--- src/hw/bias_seq_pkg.sv ---
// Constants, offsets and types shared by the bias supply sequencer files.
// Assumes a single 250 MHz clock domain.
package bias_seq_pkg;

	// ****************************************
	// Timing
	// ****************************************
	localparam int CLK_MHZ          = 250;
	localparam int SS_TIME_US       = 14000;
	localparam int FAULT_TIME_MS    = 120;
	localparam int OSC_FREQ_KHZ     = 1200;
	localparam int SS_CYCLES_DEF    = SS_TIME_US * CLK_MHZ;
	localparam int FAULT_CYCLES_DEF = FAULT_TIME_MS * 1000 * CLK_MHZ;
	// Rounded down: the oscillator period never exceeds nominal
	localparam int OSC_CYCLES       = (CLK_MHZ * 1000) / OSC_FREQ_KHZ;
	localparam int RAMP_STEPS       = 256;
	localparam int ILIM_STEPS       = 8;

	// ****************************************
	// Register map
	// ****************************************
	localparam logic [7:0] CTRL_OFFSET   = 8'h00;
	localparam logic [7:0] STATUS_OFFSET = 8'h04;
	localparam int         CTRL_ENABLE_BIT = 0;
	localparam logic       CTRL_ENABLE_RST = 1'b1;
	localparam int         ST_STATE_LSB    = 0;
	localparam int         ST_FAULT_BIT    = 3;
	localparam int         ST_SSDONE_BIT   = 4;
	localparam int         ST_ACTIVE_BIT   = 5;
	localparam int         ST_ILIM_LSB     = 6;
	localparam int         ST_UV_BIT       = 9;
	localparam int         ST_REFSEL_BIT   = 10;
	localparam logic [1:0] RESP_OKAY       = 2'h0;
	localparam logic [1:0] RESP_SLVERR     = 2'h2;

	typedef enum logic [2:0] {
		ST_IDLE     = 3'b000,
		ST_REF_WAIT = 3'b001,
		ST_SOFT     = 3'b010,
		ST_DELAY    = 3'b011,
		ST_ACTIVE   = 3'b100,
		ST_FAULT    = 3'b101
	} seq_state_t;

endpackage

--- src/hw/seq_if.sv ---
// Carrier between the sequencer core and its switch latch and fault timer.
// Assumes all three ends share one clock.
`timescale 1ns/1ns
`default_nettype none
interface seq_if;
	logic pwm_run;
	logic peak_trip;
	logic limit_trip;
	logic pwm_gate;
	logic ft_run;
	logic ft_uv;
	logic ft_expired;
	modport core (output pwm_run, output peak_trip, output limit_trip, input pwm_gate,
		output ft_run, output ft_uv, input ft_expired);
	modport pwm (input pwm_run, input peak_trip, input limit_trip, output pwm_gate);
	modport ftimer (input ft_run, input ft_uv, output ft_expired);
endinterface
`default_nettype wire

--- src/hw/boost_switch_latch.sv ---
// Set-reset latch driving the boost power switch at the oscillator rate.
// Assumes comparator flags are synchronous to aclk.
`timescale 1ns/1ns
`default_nettype none
module boost_switch_latch import bias_seq_pkg::*; (
	input  wire logic aclk,
	input  wire logic aresetn,
	seq_if.pwm        sif
);
	localparam int CNT_W = $clog2(OSC_CYCLES);

	typedef struct packed {
		logic [CNT_W-1:0] cnt;
		logic             gate;
	} latch_t;

	latch_t s;
	latch_t n;

	// ****************************************
	// Latch
	// ****************************************
	always_comb begin
		n = s;
		if (s.cnt == CNT_W'(OSC_CYCLES - 1)) begin
			n.cnt = '0;
		end else begin
			n.cnt = s.cnt + 1'b1;
		end
		// Trip beats cycle start so the peak stays capped
		if (!sif.pwm_run || sif.peak_trip || sif.limit_trip) begin
			n.gate = 1'b0;
		end else if (s.cnt == '0) begin
			n.gate = 1'b1;
		end
	end

	always_ff @(posedge aclk) begin
		if (!aresetn) begin
			s <= '0;
		end else begin
			s <= n;
		end
	end

	assign sif.pwm_gate = s.gate;
endmodule
`default_nettype wire

--- src/hw/fault_timer.sv ---
// Undervoltage fault timer; restarts whenever every output recovers.
// Assumes ft_run and ft_uv are registered or synchronous inputs.
`timescale 1ns/1ns
`default_nettype none
module fault_timer import bias_seq_pkg::*; #(
	parameter int LIMIT = FAULT_CYCLES_DEF
) (
	input  wire logic aclk,
	input  wire logic aresetn,
	seq_if.ftimer     sif
);
	localparam int CNT_W = $clog2(LIMIT + 1);

	if (LIMIT < 2) begin : g_chk
		$error("fault_timer: LIMIT too small");
	end

	typedef struct packed {
		logic [CNT_W-1:0] cnt;
		logic             expired;
	} timer_t;

	timer_t s;
	timer_t n;

	// ****************************************
	// Counter
	// ****************************************
	always_comb begin
		n = s;
		if (sif.ft_run && sif.ft_uv) begin
			if (s.cnt != CNT_W'(LIMIT)) begin
				n.cnt = s.cnt + 1'b1;
			end
		end else begin
			n.cnt = '0;
		end
		n.expired = (n.cnt == CNT_W'(LIMIT));
	end

	always_ff @(posedge aclk) begin
		if (!aresetn) begin
			s <= '0;
		end else begin
			s <= n;
		end
	end

	assign sif.ft_expired = s.expired;
endmodule
`default_nettype wire

--- src/hw/lcd_bias_startup_fault_sequencer.sv ---
// Startup, soft-start, switch delay and fault sequencing of a display bias supply,
// with an AXI4-Lite register slave.
// Assumes all comparator flags are synchronous to aclk and clean of glitches.
`timescale 1ns/1ns
`default_nettype none
// Function
// - Start on supply above rising threshold; stop below falling threshold.
// - Reference above enable level turns on boost and both gate rails together.
// - Boost current limit climbs in eight steps during soft-start.
// - One soft-start interval for all regulators; full load only after it.
// - Gate rails follow a ramp until it reaches reference, then reference.
// - Delay capacitor charging starts after soft-start with no fault present.
// - Delay comparator crossing enables the switch control block.
// - Delay node shorted to ground before startup and in lockout.
// - Select input ignored until supply, soft-start, no fault, delay all hold.
// - High select closes source switch; low select closes drain switch.
// - Fault timer runs while any output is below its threshold.
// - Fault timer expiry sets a latch shutting all outputs but reference.
// - Gate-on rail undervoltage flagged below reference by fixed offset.
// - Gate-off rail undervoltage flagged above its reference by fixed offset.
// - Over-temperature shuts the device down.
// - Oscillator sets power switch latch; peak comparator resets it.
// - Boost switch peak current capped at active limit level.
module lcd_bias_startup_fault_sequencer import bias_seq_pkg::*; #(
	parameter int ADDR_W       = 8,
	parameter int SS_CYCLES    = SS_CYCLES_DEF,
	parameter int FAULT_CYCLES = FAULT_CYCLES_DEF
) (
	input  wire logic              aclk,
	input  wire logic              aresetn,
	// AXI4-Lite
	input  wire logic [ADDR_W-1:0] awaddr,
	input  wire logic              awvalid,
	output logic                   awready,
	input  wire logic [31:0]       wdata,
	input  wire logic [3:0]        wstrb,
	input  wire logic              wvalid,
	output logic                   wready,
	output logic [1:0]             bresp,
	output logic                   bvalid,
	input  wire logic              bready,
	input  wire logic [ADDR_W-1:0] araddr,
	input  wire logic              arvalid,
	output logic                   arready,
	output logic [31:0]            rdata,
	output logic [1:0]             rresp,
	output logic                   rvalid,
	input  wire logic              rready,
	// Comparator flags
	input  wire logic              supply_above_rise,
	input  wire logic              supply_below_fall,
	input  wire logic              ref_above_enable,
	input  wire logic              main_feedback_low,
	input  wire logic              gate_on_rail_low,
	input  wire logic              gate_off_rail_high,
	input  wire logic              over_temp,
	input  wire logic              startup_timing_node_high,
	input  wire logic              switch_select_input,
	input  wire logic              peak_current_comparator,
	input  wire logic              current_limit_comparator,
	// Enables and switch gates
	output logic                   boost_enable,
	output logic                   gate_on_rail_enable,
	output logic                   gate_off_rail_enable,
	output logic [2:0]             current_limit_level,
	output logic                   full_load_ok,
	output logic [7:0]             rail_ramp_code,
	output logic                   rail_ref_select,
	output logic                   timing_charge_enable,
	output logic                   timing_discharge,
	output logic                   switch_control_active,
	output logic                   source_side_switch,
	output logic                   drain_side_switch,
	output logic                   power_switch_gate
);
	localparam int STEP_CYCLES = SS_CYCLES / RAMP_STEPS;
	localparam int STEP_W      = $clog2(STEP_CYCLES + 1);

	if (ADDR_W < 3 || ADDR_W > 32 || SS_CYCLES < 2 * RAMP_STEPS) begin : g_chk
		$error("sequencer: unsupported ADDR_W or SS_CYCLES");
	end

	// ****************************************
	// State
	// ****************************************
	typedef struct packed {
		seq_state_t        state;
		logic              fault_latch;
		logic              enable;
		logic [STEP_W-1:0] step_cnt;
		logic [7:0]        ramp;
		logic              ss_done;
		logic              boost_en;
		logic              gon_en;
		logic              goff_en;
		logic              full_load;
		logic              ref_sel;
		logic              charge;
		logic              discharge;
		logic              active;
		logic              src_sw;
		logic              drn_sw;
		logic              awready;
		logic              wready;
		logic              aw_got;
		logic              w_got;
		logic              bvalid;
		logic [1:0]        bresp;
		logic [ADDR_W-1:0] waddr;
		logic [31:0]       wdata;
		logic [3:0]        wstrb;
		logic              arready;
		logic              rvalid;
		logic [1:0]        rresp;
		logic [31:0]       rdata;
	} state_t;

	state_t      s;
	state_t      n;
	logic        any_uv;
	logic        sw_gate;
	logic [31:0] status_word;
	seq_if       sif ();

	// Drops the sequence but keeps the fault latch, enable and bus state
	function automatic state_t go_idle(input state_t cur);
		state_t r;
		r           = cur;
		r.state     = ST_IDLE;
		r.step_cnt  = '0;
		r.ramp      = '0;
		r.ss_done   = 1'b0;
		r.boost_en  = 1'b0;
		r.gon_en    = 1'b0;
		r.goff_en   = 1'b0;
		r.full_load = 1'b0;
		r.ref_sel   = 1'b0;
		r.charge    = 1'b0;
		r.discharge = 1'b1;
		r.active    = 1'b0;
		r.src_sw    = 1'b0;
		r.drn_sw    = 1'b0;
		return r;
	endfunction

	// Rail comparators carry their own offsets; here they only merge
	assign any_uv = main_feedback_low | gate_on_rail_low | gate_off_rail_high;

	always_comb begin
		status_word                                  = '0;
		status_word[ST_STATE_LSB +: 3]               = s.state;
		status_word[ST_FAULT_BIT]                    = s.fault_latch;
		status_word[ST_SSDONE_BIT]                   = s.ss_done;
		status_word[ST_ACTIVE_BIT]                   = s.active;
		status_word[ST_ILIM_LSB +: 3]                = s.ramp[7:5];
		status_word[ST_UV_BIT]                       = any_uv;
		status_word[ST_REFSEL_BIT]                   = s.ref_sel;
	end

	// ****************************************
	// Next state
	// ****************************************
	always_comb begin
		n = s;

		// Register bus: address and data taken in either order
		if (s.awready && awvalid) begin
			n.awready = 1'b0;
			n.aw_got  = 1'b1;
			n.waddr   = awaddr;
		end
		if (s.wready && wvalid) begin
			n.wready = 1'b0;
			n.w_got  = 1'b1;
			n.wdata  = wdata;
			n.wstrb  = wstrb;
		end
		if (s.aw_got && s.w_got) begin
			n.aw_got = 1'b0;
			n.w_got  = 1'b0;
			n.bvalid = 1'b1;
			if ({s.waddr[ADDR_W-1:2], 2'b00} == ADDR_W'(CTRL_OFFSET)) begin
				if (s.wstrb[0]) begin
					n.enable = s.wdata[CTRL_ENABLE_BIT];
				end
				n.bresp = RESP_OKAY;
			end else if ({s.waddr[ADDR_W-1:2], 2'b00} == ADDR_W'(STATUS_OFFSET)) begin
				n.bresp = RESP_OKAY;
			end else begin
				n.bresp = RESP_SLVERR;
			end
		end
		if (s.bvalid && bready) begin
			n.bvalid  = 1'b0;
			n.awready = 1'b1;
			n.wready  = 1'b1;
		end
		if (s.arready && arvalid) begin
			n.arready = 1'b0;
			n.rvalid  = 1'b1;
			n.rresp   = RESP_OKAY;
			if ({araddr[ADDR_W-1:2], 2'b00} == ADDR_W'(CTRL_OFFSET)) begin
				n.rdata = {31'h0000_0000, s.enable};
			end else if ({araddr[ADDR_W-1:2], 2'b00} == ADDR_W'(STATUS_OFFSET)) begin
				n.rdata = status_word;
			end else begin
				n.rdata = 32'h0000_0000;
				n.rresp = RESP_SLVERR;
			end
		end
		if (s.rvalid && rready) begin
			n.rvalid  = 1'b0;
			n.arready = 1'b1;
		end

		// Sequencer
		case (s.state)
			ST_IDLE: begin
				if (supply_above_rise && !over_temp && s.enable && !s.fault_latch) begin
					n.state = ST_REF_WAIT;
				end
			end
			ST_REF_WAIT: begin
				if (ref_above_enable) begin
					n.state    = ST_SOFT;
					n.boost_en = 1'b1;
					n.gon_en   = 1'b1;
					n.goff_en  = 1'b1;
				end
			end
			ST_SOFT: begin
				// One step counter paces both the rail ramp and the limit staircase
				if (!s.ss_done) begin
					if (s.step_cnt == STEP_W'(STEP_CYCLES - 1)) begin
						n.step_cnt = '0;
						if (s.ramp != 8'hFF) begin
							n.ramp = s.ramp + 8'h01;
						end else begin
							n.ss_done = 1'b1;
						end
					end else begin
						n.step_cnt = s.step_cnt + 1'b1;
					end
				end
				if (n.ramp == 8'hFF) begin
					n.ref_sel = 1'b1;
				end
				if (s.ss_done) begin
					n.full_load = 1'b1;
					if (!any_uv) begin
						n.state     = ST_DELAY;
						n.charge    = 1'b1;
						n.discharge = 1'b0;
					end
				end
			end
			ST_DELAY: begin
				if (startup_timing_node_high) begin
					n.state  = ST_ACTIVE;
					n.active = 1'b1;
				end
			end
			ST_ACTIVE: begin
			end
			ST_FAULT: begin
			end
			default: begin
				n.state = ST_IDLE;
			end
		endcase

		// Fault latch: only the reference survives
		if (sif.ft_expired && s.boost_en) begin
			n             = go_idle(n);
			n.fault_latch = 1'b1;
			n.state       = ST_FAULT;
		end

		// Lockout, heat or software disable win over everything else
		if (supply_below_fall || over_temp || !s.enable) begin
			n = go_idle(n);
			if (supply_below_fall) begin
				n.fault_latch = 1'b0;
			end
		end

		// Switch control
		sw_gate  = n.active && !supply_below_fall && n.ss_done && !n.fault_latch
			&& startup_timing_node_high;
		n.src_sw = sw_gate && switch_select_input;
		n.drn_sw = sw_gate && !switch_select_input;
	end

	always_ff @(posedge aclk) begin
		if (!aresetn) begin
			s           <= '0;
			s.enable    <= CTRL_ENABLE_RST;
			s.discharge <= 1'b1;
			s.awready   <= 1'b1;
			s.wready    <= 1'b1;
			s.arready   <= 1'b1;
		end else begin
			s <= n;
		end
	end

	// ****************************************
	// Power switch latch and fault timer
	// ****************************************
	assign sif.pwm_run    = s.boost_en;
	assign sif.peak_trip  = peak_current_comparator;
	assign sif.limit_trip = current_limit_comparator;
	assign sif.ft_run     = s.boost_en;
	assign sif.ft_uv      = any_uv;

	boost_switch_latch u_latch (
		.aclk    (aclk),
		.aresetn (aresetn),
		.sif     (sif.pwm)
	);

	fault_timer #(
		.LIMIT (FAULT_CYCLES)
	) u_ftimer (
		.aclk    (aclk),
		.aresetn (aresetn),
		.sif     (sif.ftimer)
	);

	// ****************************************
	// Outputs
	// ****************************************
	assign awready               = s.awready;
	assign wready                = s.wready;
	assign bvalid                = s.bvalid;
	assign bresp                 = s.bresp;
	assign arready               = s.arready;
	assign rvalid                = s.rvalid;
	assign rresp                 = s.rresp;
	assign rdata                 = s.rdata;
	assign boost_enable          = s.boost_en;
	assign gate_on_rail_enable   = s.gon_en;
	assign gate_off_rail_enable  = s.goff_en;
	assign current_limit_level   = s.ramp[7:5];
	assign full_load_ok          = s.full_load;
	assign rail_ramp_code        = s.ramp;
	assign rail_ref_select       = s.ref_sel;
	assign timing_charge_enable  = s.charge;
	assign timing_discharge      = s.discharge;
	assign switch_control_active = s.active;
	assign source_side_switch    = s.src_sw;
	assign drain_side_switch     = s.drn_sw;
	assign power_switch_gate     = sif.pwm_gate;
endmodule
`default_nettype wire

--- config.mk ---
export PLATFORM = sky130hd
export DESIGN_NAME = lcd_bias_startup_fault_sequencer
export DESIGN_NICKNAME = d
export VERILOG_FILES = /design/src/hw/bias_seq_pkg.sv /design/src/hw/seq_if.sv /design/src/hw/boost_switch_latch.sv /design/src/hw/fault_timer.sv /design/src/hw/lcd_bias_startup_fault_sequencer.sv
export SDC_FILE = /design/constraint.sdc
export NUM_CORES = 1
export LEC_CHECK = 0
export BUFFER_PORTS_ARGS = -buffer_cell sky130_fd_sc_hd__buf_2
export CORE_ASPECT_RATIO = 0.6
export CORE_MARGIN = 10
export CORE_UTILIZATION = 49
export DETAILED_ROUTE_END_ITERATION = 16
export PLACE_DENSITY = 0.85
export SLEW_MARGIN = 20
export SYNTH_ARGS = -nofsm -noshare
export SYNTH_HDL_FRONTEND = slang
export SYNTH_HIERARCHICAL = 1
export SYNTH_SLANG_ARGS = --single-unit
--- constraint.sdc ---
create_clock -name aclk -period 2.1 [get_ports aclk]
set_input_delay 0.21 -clock aclk [delete_from_list [all_inputs] [get_ports aclk]]
set_output_delay 0.21 -clock aclk [all_outputs]
set_load 0.01 [all_outputs]
## Word-level counts from Yosys, hierarchy flattened

Index checks and enable logic that the tools add are counted.

- Bits in registers: 158
- RAM bits: 0
- Memories kept: 0
- Latch bits: 0
- Bits of input ports: 70
- Output and inout bits: 63
- Bits in read-only memories: 0
- Logic and storage cells: 157

- Multiply operators: 0
- Shift-type cells: 0
- Divide/modulo/power cells: 0
- Bitwise gates (word level): 5
- Magnitude comparators: 0
- Muxes and demuxes: 47
- Add/sub/neg operators: 4
- Equality and inequality tests: 25
- Reductions and logical operators: 44

Operators by type and width:

| cell | number |
|---|---|
| $mux 125 | 1 |
| $mux 122 | 1 |
| $mux 36 | 2 |
| $mux 23 | 3 |
| $mux 25 | 2 |
| $add 25x1->25 const B | 1 |
| $eq 25x25->1 const B | 1 |
| $ne 25x25->1 const B | 1 |
| $mux 11 | 2 |
| $mux 3 | 7 |
| $logic_and 1x1->1 | 17 |
| $add 8x1->8 const B | 2 |
| $eq 8x8->1 const B | 2 |
| $mux 2 | 8 |
| $mux 8 | 2 |
| $ne 3x3->1 const B | 5 |
| $pmux 3 s5 | 1 |
| $add 14x1->14 const B | 1 |
| $eq 14x14->1 const B | 1 |
| $mux 1 | 14 |
| $mux 14 | 1 |
| $eq 6x1->1 const B | 2 |
| $logic_not 6->1 | 2 |
| $ne 2x2->1 const B | 6 |
| other kinds (19) | 40 |

## Logic depth before layout (Yosys ltp)

Gate-level depths: netlist of the first run.

- Word-level depth: 16
- Gate-level depth with buffers: 8

## Modules after synthesis

The synthesis of the first run kept the hierarchy.

Modules (own cells, without submodules):

| module | times used | cells an instance | seq. area each (um^2) | area an instance (um^2) |
|---|---|---|---|---|
| lcd_bias_startup_fault_sequencer | 1 | 387 | 1281.2 | 3340.7 |
| fault_timer | 1 | 194 | 520.5 | 1680.4 |
| boost_switch_latch | 1 | 45 | 180.2 | 427.9 |

## Worst setup path after synthesis of the first run

No wires, ideal clock.

- Path type: reg2reg
- From: reg u_ftimer/s[2] (netlist name)
- To: reg u_ftimer.s (netlist bit u_ftimer/sif.ft_expired)
- Setup time: 0.061 ns
- Data required time: 2.039 ns
- Clock period less this slack: 1.992 ns
- Cell stages (with the launch flop): 9
- Arrival time: 1.931 ns
- Setup slack: 0.108 ns
- Path buffers: 1
- Path through: dfxtp_1 -> ha_1 -> buf_6 -> nand4_2 -> nor4_4 -> nand4_1 -> xor2_1 -> nor4_2 -> and4_1

- Cells in the longest elaborated chain, start to end: 4

RTL lines:

| what | RTL line | RTL |
|---|---|---|
| start, declared | fault_timer.sv:23 | `timer_t s;` |
| start signal, assigned | fault_timer.sv:45 | `s <= n;` |
| $add 25x1->25 or $ne 25x25->1 (tied branches) | fault_timer.sv:33, fault_timer.sv:32 |  |
| $mux 25 (*) | fault_timer.sv:32 | `if (s.cnt != CNT_W'(LIMIT)) begin` |
| $mux 25 (*) | fault_timer.sv:31 | `if (sif.ft_run && sif.ft_uv) begin` |
| $eq 25x25->1 (*) | fault_timer.sv:38 | `n.expired = (n.cnt == CNT_W'(LIMIT));` |

Every way passes the cells marked *; elsewhere a longest branch is shown, timed or not.
A chain may end at the register's enable or synchronous reset.

## Worst setup path after layout of the first run

- From: reg s (netlist bit rail_ramp_code[0])
- To: reg s (netlist bit rail_ref_select)

- Cells in the longest elaborated chain, start to end: 7

RTL lines:

| what | RTL line | RTL |
|---|---|---|
| start, declared | lcd_bias_startup_fault_sequencer.sv:118 | `state_t s;` |
| start signal, assigned | lcd_bias_startup_fault_sequencer.sv:303 | `s <= n;` |
| $add 8x1->8 or $ne 8x8->1 (tied branches) | lcd_bias_startup_fault_sequencer.sv:237, lcd_bias_startup_fault_sequencer.sv:236 |  |
| $mux 8 | lcd_bias_startup_fault_sequencer.sv:236 | `if (s.ramp != 8'hFF) begin` |
| $mux 9 | lcd_bias_startup_fault_sequencer.sv:234 | `if (s.step_cnt == STEP_W'(STEP_CYCLES - 1)) begin` |
| $mux 23 (*) | lcd_bias_startup_fault_sequencer.sv:233 | `if (!s.ss_done) begin` |
| $mux 23 (*) | lcd_bias_startup_fault_sequencer.sv:217 | `case (s.state)` |
| $eq 8x8->1 (*) | lcd_bias_startup_fault_sequencer.sv:245 | `if (n.ramp == 8'hFF) begin` |
| $reduce_and 2->1 (no source line) (*) | n/a |  |

Every way passes the cells marked *; elsewhere a longest branch is shown, timed or not. The select of a mux whose other input is x is not followed.

==> results.toml, run 1 <==
[floorplanning]
die_y_um = 102
core-area_um2 = 10700
io-pin-count = 133
die_width_um = 156
die_area_um2 = 15900
row_count = 29
start_util = 0.509

[global_routing]
antenna_found_initial = 0
grt_pass1_vias = 4631
grt.total_usage = 0.168
grt_pass1_wl_mm = 22.1
grt_max_degree = 35
grt_overflow = 0

[yosys]
synth_compound_area_frac = 0.118
synth-simple-area-share = 0.305
syn_area_um2 = 5450
netlist_instances = 626
synth_adder_area_share = 0.0161
postSynthAreaPerCell_um2 = 8.70
synth-edff-count = 0
synth_top_family_by_area = "simple AND/OR/NAND/NOR gates"
synth_mux_area_frac = 0.0170
yosys_warnings = 6
synthXorXnorAreaFrac = 0.0643
ys.flop_type = "dfxtp_1"
ys_types = 76
synth-seq-area-share = 0.364
synthArstFlopShare = 0
synth-seq-cells = 99

[pwr]
swShare = 0.243
p_int_mw = 2.85
switching_power_mw = 0.915
pwr-share-clk = 0.440
leakage_nw = 2.42
pwr-share-comb = 0.048
pwr_density_cell_nw_per_um2 = 610
max-vdd-ir-drop_mv = 0.439
seqPwrFrac = 0.512
p_total_mw = 3.76

[placed_design]
place_congestion = 0.946
placed_cell_area_um2 = 5790
dp_hpwl_mm = 10.4
numPortBuffers = 71

[cts]
cts-buffers-inserted = 9
cts_tree = "done"
clkSinkCount = 99
h-tree-depth = 3
path_clk_slew_ps = 80
root_buffer = "clkbuf_16"
clk_latency_ps = 340
clockBufferDepth = 2

[worst_setup_path]
worst_setup_path_start_kind = "flop"
max_stage_delay_ps = 480
crit_required_ps = 2360
cp.arrival_ps = 2310
crit_path_top_delay_cell = "or4_1"
crit_path_cell_trace = "ha_2 -> nand3b_1 -> o2bb2a_2 -> or4_1 -> nand3_1 -> o31ai_1 -> a311oi_2"
path_class = "flop to flop"
path_max_fanout = 4
cp-end-kind = "flop"

[job]
drv_cap = 0

[cells_and_area]
fillers = 930
diodes = 0
final_nets = 769
post-route-util = 0.577
final_area_um2 = 6170
syn_to_final_growth_pct = 13.3
multi_input_area_um2 = 3000
regArea_um2 = 1980
drive_above_1_share = 0.247

[routing]
antenna_left = 0
vias = 4714
wl_per_cell_um = 16.5
wirelength_mm = 13.8
dr.pass1.iters = 5
route.detailed.drc = 0
drt-vias-per-instance = 5.64
drtIter0Drc = 398

[hold_path]
hold_class = "primary input to flop"

[sta]
rsz0062_at_grt = "yes"
fin_skew_ps = 7.29
fmax_mhz = 489
finalCritPeriodShare = 0.975
setup_viol = 0
min_period_ps = 2050
drv_slew = 0
hold_violations = 0

[run_status]
status = "finished clean"
[cells in the mapped netlist, types with 13 or more instances]
library cell	n	share of area
buf_4	52	0.072
xnor2_1	14	0.023
xor2_1	26	0.042
dfxtp_1	99	0.36
inv_1	18	0.012
nor2b_1	14	0.016
nor3_1	18	0.017
o21ai_0	13	0.012
nor2_1	62	0.043
nand3_1	41	0.038
a21oi_1	28	0.026
nand2_1	45	0.031
nand4_1	16	0.018
[worst paths after layout]
| path | start | endpoint | slack [ps] | cells after the start |
|---|---|---|---|---|
| setup / recovery | rail_ramp_code[0] | rail_ref_select | 50 | 7 |
| hold / removal | switch_select_input | drain_side_switch | 20 | 2 |
| setup reg to reg | rail_ramp_code[0] | rail_ref_select | 50 | 7 |
| hold reg to reg | timing_discharge | timing_discharge | 460 | 2 |
[metrics by stage]
step / instances / hold WS (ps) / TNS, ps / worst slack (ps)
after global placement: 819 / 378 / 0 / 71.8
final: 836 / 24.8 / 0 / 53.0
after detailed placement: 819 / 385 / 0 / 51.0
after floorplan: 648 / 282 / 0 / 108
after CTS: 835 / 20.4 / 0 / 3.32
after global routing: 836 / 31.3 / -33.4 / -17.7
[cell usage in the layout (no fill, tap or decap), drive strengths merged, types with 11 or more instances in the layout]
cell type	n
buf	110
dfxtp	99
nor2	63
nand2	47
nand3	44
a21oi	28
xor2	26
conb	23
inv	22
nor3	19
nand4	19
xnor2	14
nor2b	14
o21ai	13
a22oi	11
and3	11
a21boi	11
and2	11
[registers in the layout (all words and copies together), names as in the netlist, 8 cells and up]
| name | flops |
|---|---|
| rail_ramp_code | 8 |
| s | 30 |
| u_latch/s | 8 |
| rdata | 11 |
| u_ftimer/s | 25 |
[worst max-delay path, delay by kind of cell, from the launching register on]
kind,cells,cell delay (ps)
simple gates,3,780
compound gates,3,660
flops,1,320
fa+ha+maj,1,200
[cell families (layout without fill, tap and decap cells)]
| logic type | count (synthesis) | in the layout |
|---|---|---|
| simple gates | 282 | 282 |
| flops | 99 | 99 |
| buf+inv | 95 | 144 |
| compound gates | 93 | 93 |
| xor+xnor | 40 | 40 |
| mux | 9 | 9 |
| fa+ha+maj | 7 | 7 |
| other cells | 1 | 23 |
[power by group through the flow]
stage / Clock (mW) / Sequential [mW] / Combinational, mW
4_1_cts: 1.69 / 1.93 / 0.180
6_report: 1.65 / 1.93 / 0.182
2_1_floorplan: 0 / 1.97 / 0.140
3_5_place_dp: 0 / 1.97 / 0.179
3_3_place_gp: 0 / 1.97 / 0.173
5_1_grt: 1.76 / 1.93 / 0.202
[layer usage]
metal,vias up,wire (um),GRT usage,share of wire
met2,239,5950,0.258,0.43
li1,2260,-,-,-
met4,0,282,0.0520,0.021
met3,27,1500,0.0597,0.11
met1,2188,6030,0.218,0.44
met5,-,0,0,0
[cell type report]
cell class                 count  share of cell area
multi-input combinational    454               0.486
clock buffer                  10              0.0387
sequential                    99               0.321
clock inverter                 6              0.0101
timing repair buffer         110               0.105
tap                          139              0.0282
inverter                      18              0.0109
[what timing repair did]
action / CTS / global route
endpoints found under the setup margin: 0 / 3
buffers inserted: 0 / 1
resized for setup: 0 / 19
hold buffers: 0 / 0
(Power assumes the default switching activity.)
==> inputs of run 2 (changes only) <==
ABC_AREA = 1   (was not set)
==> run 2 against run 1 <==
  * Clock power fell by 3%
  * Worst hold slack got worse by 2.1 ps
  * Synthesized area rose by 4.9%
  * Sequential power barely moved
  * Maximum frequency rose by 5.2%
  * Register-to-register slack improved by 100 ps
  * Worst setup slack improved by 100 ps
  * Design area rose by 2.4%
  * Core utilization fell by 1.9 points
  * Non-clock buffer count fell by 27
  * Final cell count rose by 28%
  * Highest routed layer unchanged
==> results.toml, run 2 <==
[run_status]
status = "finished clean"

[cts]
cts_setup_buffers = 0
clockBufferDepth = 2
clkSinkCount = 99
root_buffer = "clkbuf_16"
clk_latency_ps = 350
post_cts_resized = 0
cts_tree = "done"
cts-buffers-inserted = 9
h-tree-depth = 3
path_clk_slew_ps = 70
holdBufCountCts = 0

[cells_and_area]
regMostFlops = "s"
final-instance-count-excl-fill = 1072
regArea_um2 = 1980
final_cell_mix = "nand2_1, nor2_1, dfxtp_1"
post-route-util = 0.558
fillers = 1040
mostFrequentLayoutCell = "nand2_1"
diodes = 0
drive_above_1_share = 0.183
multi_input_area_um2 = 2990
final_nets = 984
largest_reg_flops = 30
syn_to_final_growth_pct = 10.6

[yosys]
postSynthAreaPerCell_um2 = 6.71
synth-seq-cells = 99
yosys_warnings = 6
synthXorXnorAreaFrac = 0.00766
synthArstFlopShare = 0
synthTopCellsByCount = "nand2_1, nor2_1, dfxtp_1"
synth_area_leaders = "dfxtp_1, nand2_1, nor2_1"
synth_top_family_by_area = "simple AND/OR/NAND/NOR gates"
synth_top_cell_by_area = "dfxtp_1"
synth-simple-area-share = 0.389
synth_mux_area_frac = 0
ys_types = 51
yosysMostFrequentCell = "nand2_1"
synth_compound_area_frac = 0.0958
synth-edff-count = 0
synth-seq-area-share = 0.347
netlist_instances = 852
ys.flop_type = "dfxtp_1"
syn_area_um2 = 5720
yosysTopAreaCellShare = 0.347
synth_adder_area_share = 0.0153

[routing]
dr.pass1.iters = 5
drt-vias-per-instance = 5.10
antenna_left = 0
drtIter0Drc = 665
wirelength_mm = 14.1
wl_per_cell_um = 13.2
route.detailed.drc = 0
vias = 5471

[hold_path]
hold_class = "primary input to flop"
hp-start = "switch_select_input"
min_to = "drain_side_switch"
hold_path_depth = 2

[floorplanning]
core-area_um2 = 11300
die_y_um = 104
start_util = 0.504
die_area_um2 = 16500
row_count = 30
io-pin-count = 133
die_width_um = 159

[sta]
drv_slew = 0
hold_violations = 0
fin_skew_ps = 8.63
min_period_ps = 1950
setup_viol = 0
rsz0062_at_grt = "no"
fmax_mhz = 514
setup_tns_ps = 0
finalCritPeriodShare = 0.927

[pwr]
max-vdd-ir-drop_mv = 0.475
p_int_mw = 2.82
p_total_mw = 3.76
seqPwrFrac = 0.515
swShare = 0.249
leakage_nw = 2.79
switching_power_mw = 0.938
pwr-share-comb = 0.059
pwr-share-clk = 0.425
pwr_density_cell_nw_per_um2 = 595

[worst_setup_path]
path_class = "flop to flop"
cp-startpoint = "u_ftimer/s[1]"
cp.arrival_ps = 2240
timing.rr.start = "u_ftimer/s[1]"
worstReg2RegEnd = "u_ftimer/sif.ft_expired"
path_max_fanout = 4
regToRegSetupSlack_ps = 150
worstRegToRegCells = 11
worst_setup_path_start_kind = "flop"
cp-end-kind = "flop"
crit_required_ps = 2390

[job]
drv_cap = 0

[global_routing]
grt_overflow = 0
grt_max_degree = 20
grt.total_usage = 0.164
antenna_found_initial = 0
grt_pass1_vias = 4687
grt_pass1_wl_mm = 23.1

[placed_design]
numPortBuffers = 71
dp_cells = 1056
place_congestion = 0.956
dp_hpwl_mm = 11.0
## run 2: cell types whose count changed after synthesis, moves of 12 or more
cell | before | now
nor2_2 | 0 | 16
o21ai_0 | 13 | 30
nor2_1 | 62 | 144
nand3_1 | 41 | 53
xnor2_1 | 14 | 1
nand2_1 | 45 | 196
xor2_1 | 26 | 4
inv_1 | 18 | 91
nor2b_1 | 14 | 0
a21oi_1 | 28 | 46
## run 2: metal layers
layer / up-vias / GRT usage / wire [um]
met4: 0 / 0.0415 / 139
li1: 2735 / - / -
met3: 16 / 0.0423 / 1540
met5: - / 0 / 0
met1: 2437 / 0.245 / 6870
met2: 283 / 0.225 / 5590
## run 2: worst max-delay path, stage by stage, from the launching register on
cell and delay, ps:
dfxtp_1 410, ha_1 250, nand2_2 80, nor2_4 120
nand2_4 100, o21ai_1 170, nand3_1 160, nor2_1 140
nand2_1 60, nor2_1 190, nand2_1 120, nor2_2 80
## run 2: kinds of logic (layout without fill, tap and decap cells)
kind of cell               after synthesis  after routing
AOI/OAI and AO/OA                       97             97
xor gates and xnor gates                 5              5
adders and majority gates                7              7
buffers and inverters                  165            203
DFF                                     99             99
other                                    1             23
and+or+nand+nor                        478            478
## run 2: layout make-up
cell class,instances,area share
clock inverters,6,0.00990
well taps,160,0.0317
flip-flops and latches,99,0.313
inverters,104,0.0647
clock buffers,10,0.0362
multi-input cells,610,0.474
repair buffers,83,0.0705
## run 2: worst max-delay path by stage
stage	slack (ps)	end	depth (start not counted)
2_1_floorplan	500	rail_ref_select	14
5_1_grt	10	u_ftimer/sif.ft_expired	11
6_report	150	u_ftimer/sif.ft_expired	11
3_5_place_dp	230	u_ftimer/sif.ft_expired	11
3_3_place_gp	270	u_ftimer/sif.ft_expired	10
4_1_cts	200	u_ftimer/sif.ft_expired	11
## run 2: stage by stage
step | hold slack [ps] | area [um^2] | setup slack (ps)
floorplan | 282 | 5800 | 496
global placement | 383 | 6030 | 269
detailed placement | 384 | 6030 | 235
CTS | 14.7 | 6320 | 204
global route | 26.8 | 6320 | 13.1
finish | 22.6 | 6320 | 154
## run 2: power by group through the flow
stage | logic, mW | registers (mW) | clock network, mW
after floorplan | 0.171 | 1.98 | 0
after global placement | 0.217 | 1.98 | 0
after detailed placement | 0.218 | 1.98 | 0
after CTS | 0.220 | 1.94 | 1.63
after global routing | 0.253 | 1.94 | 1.70
final | 0.223 | 1.94 | 1.60
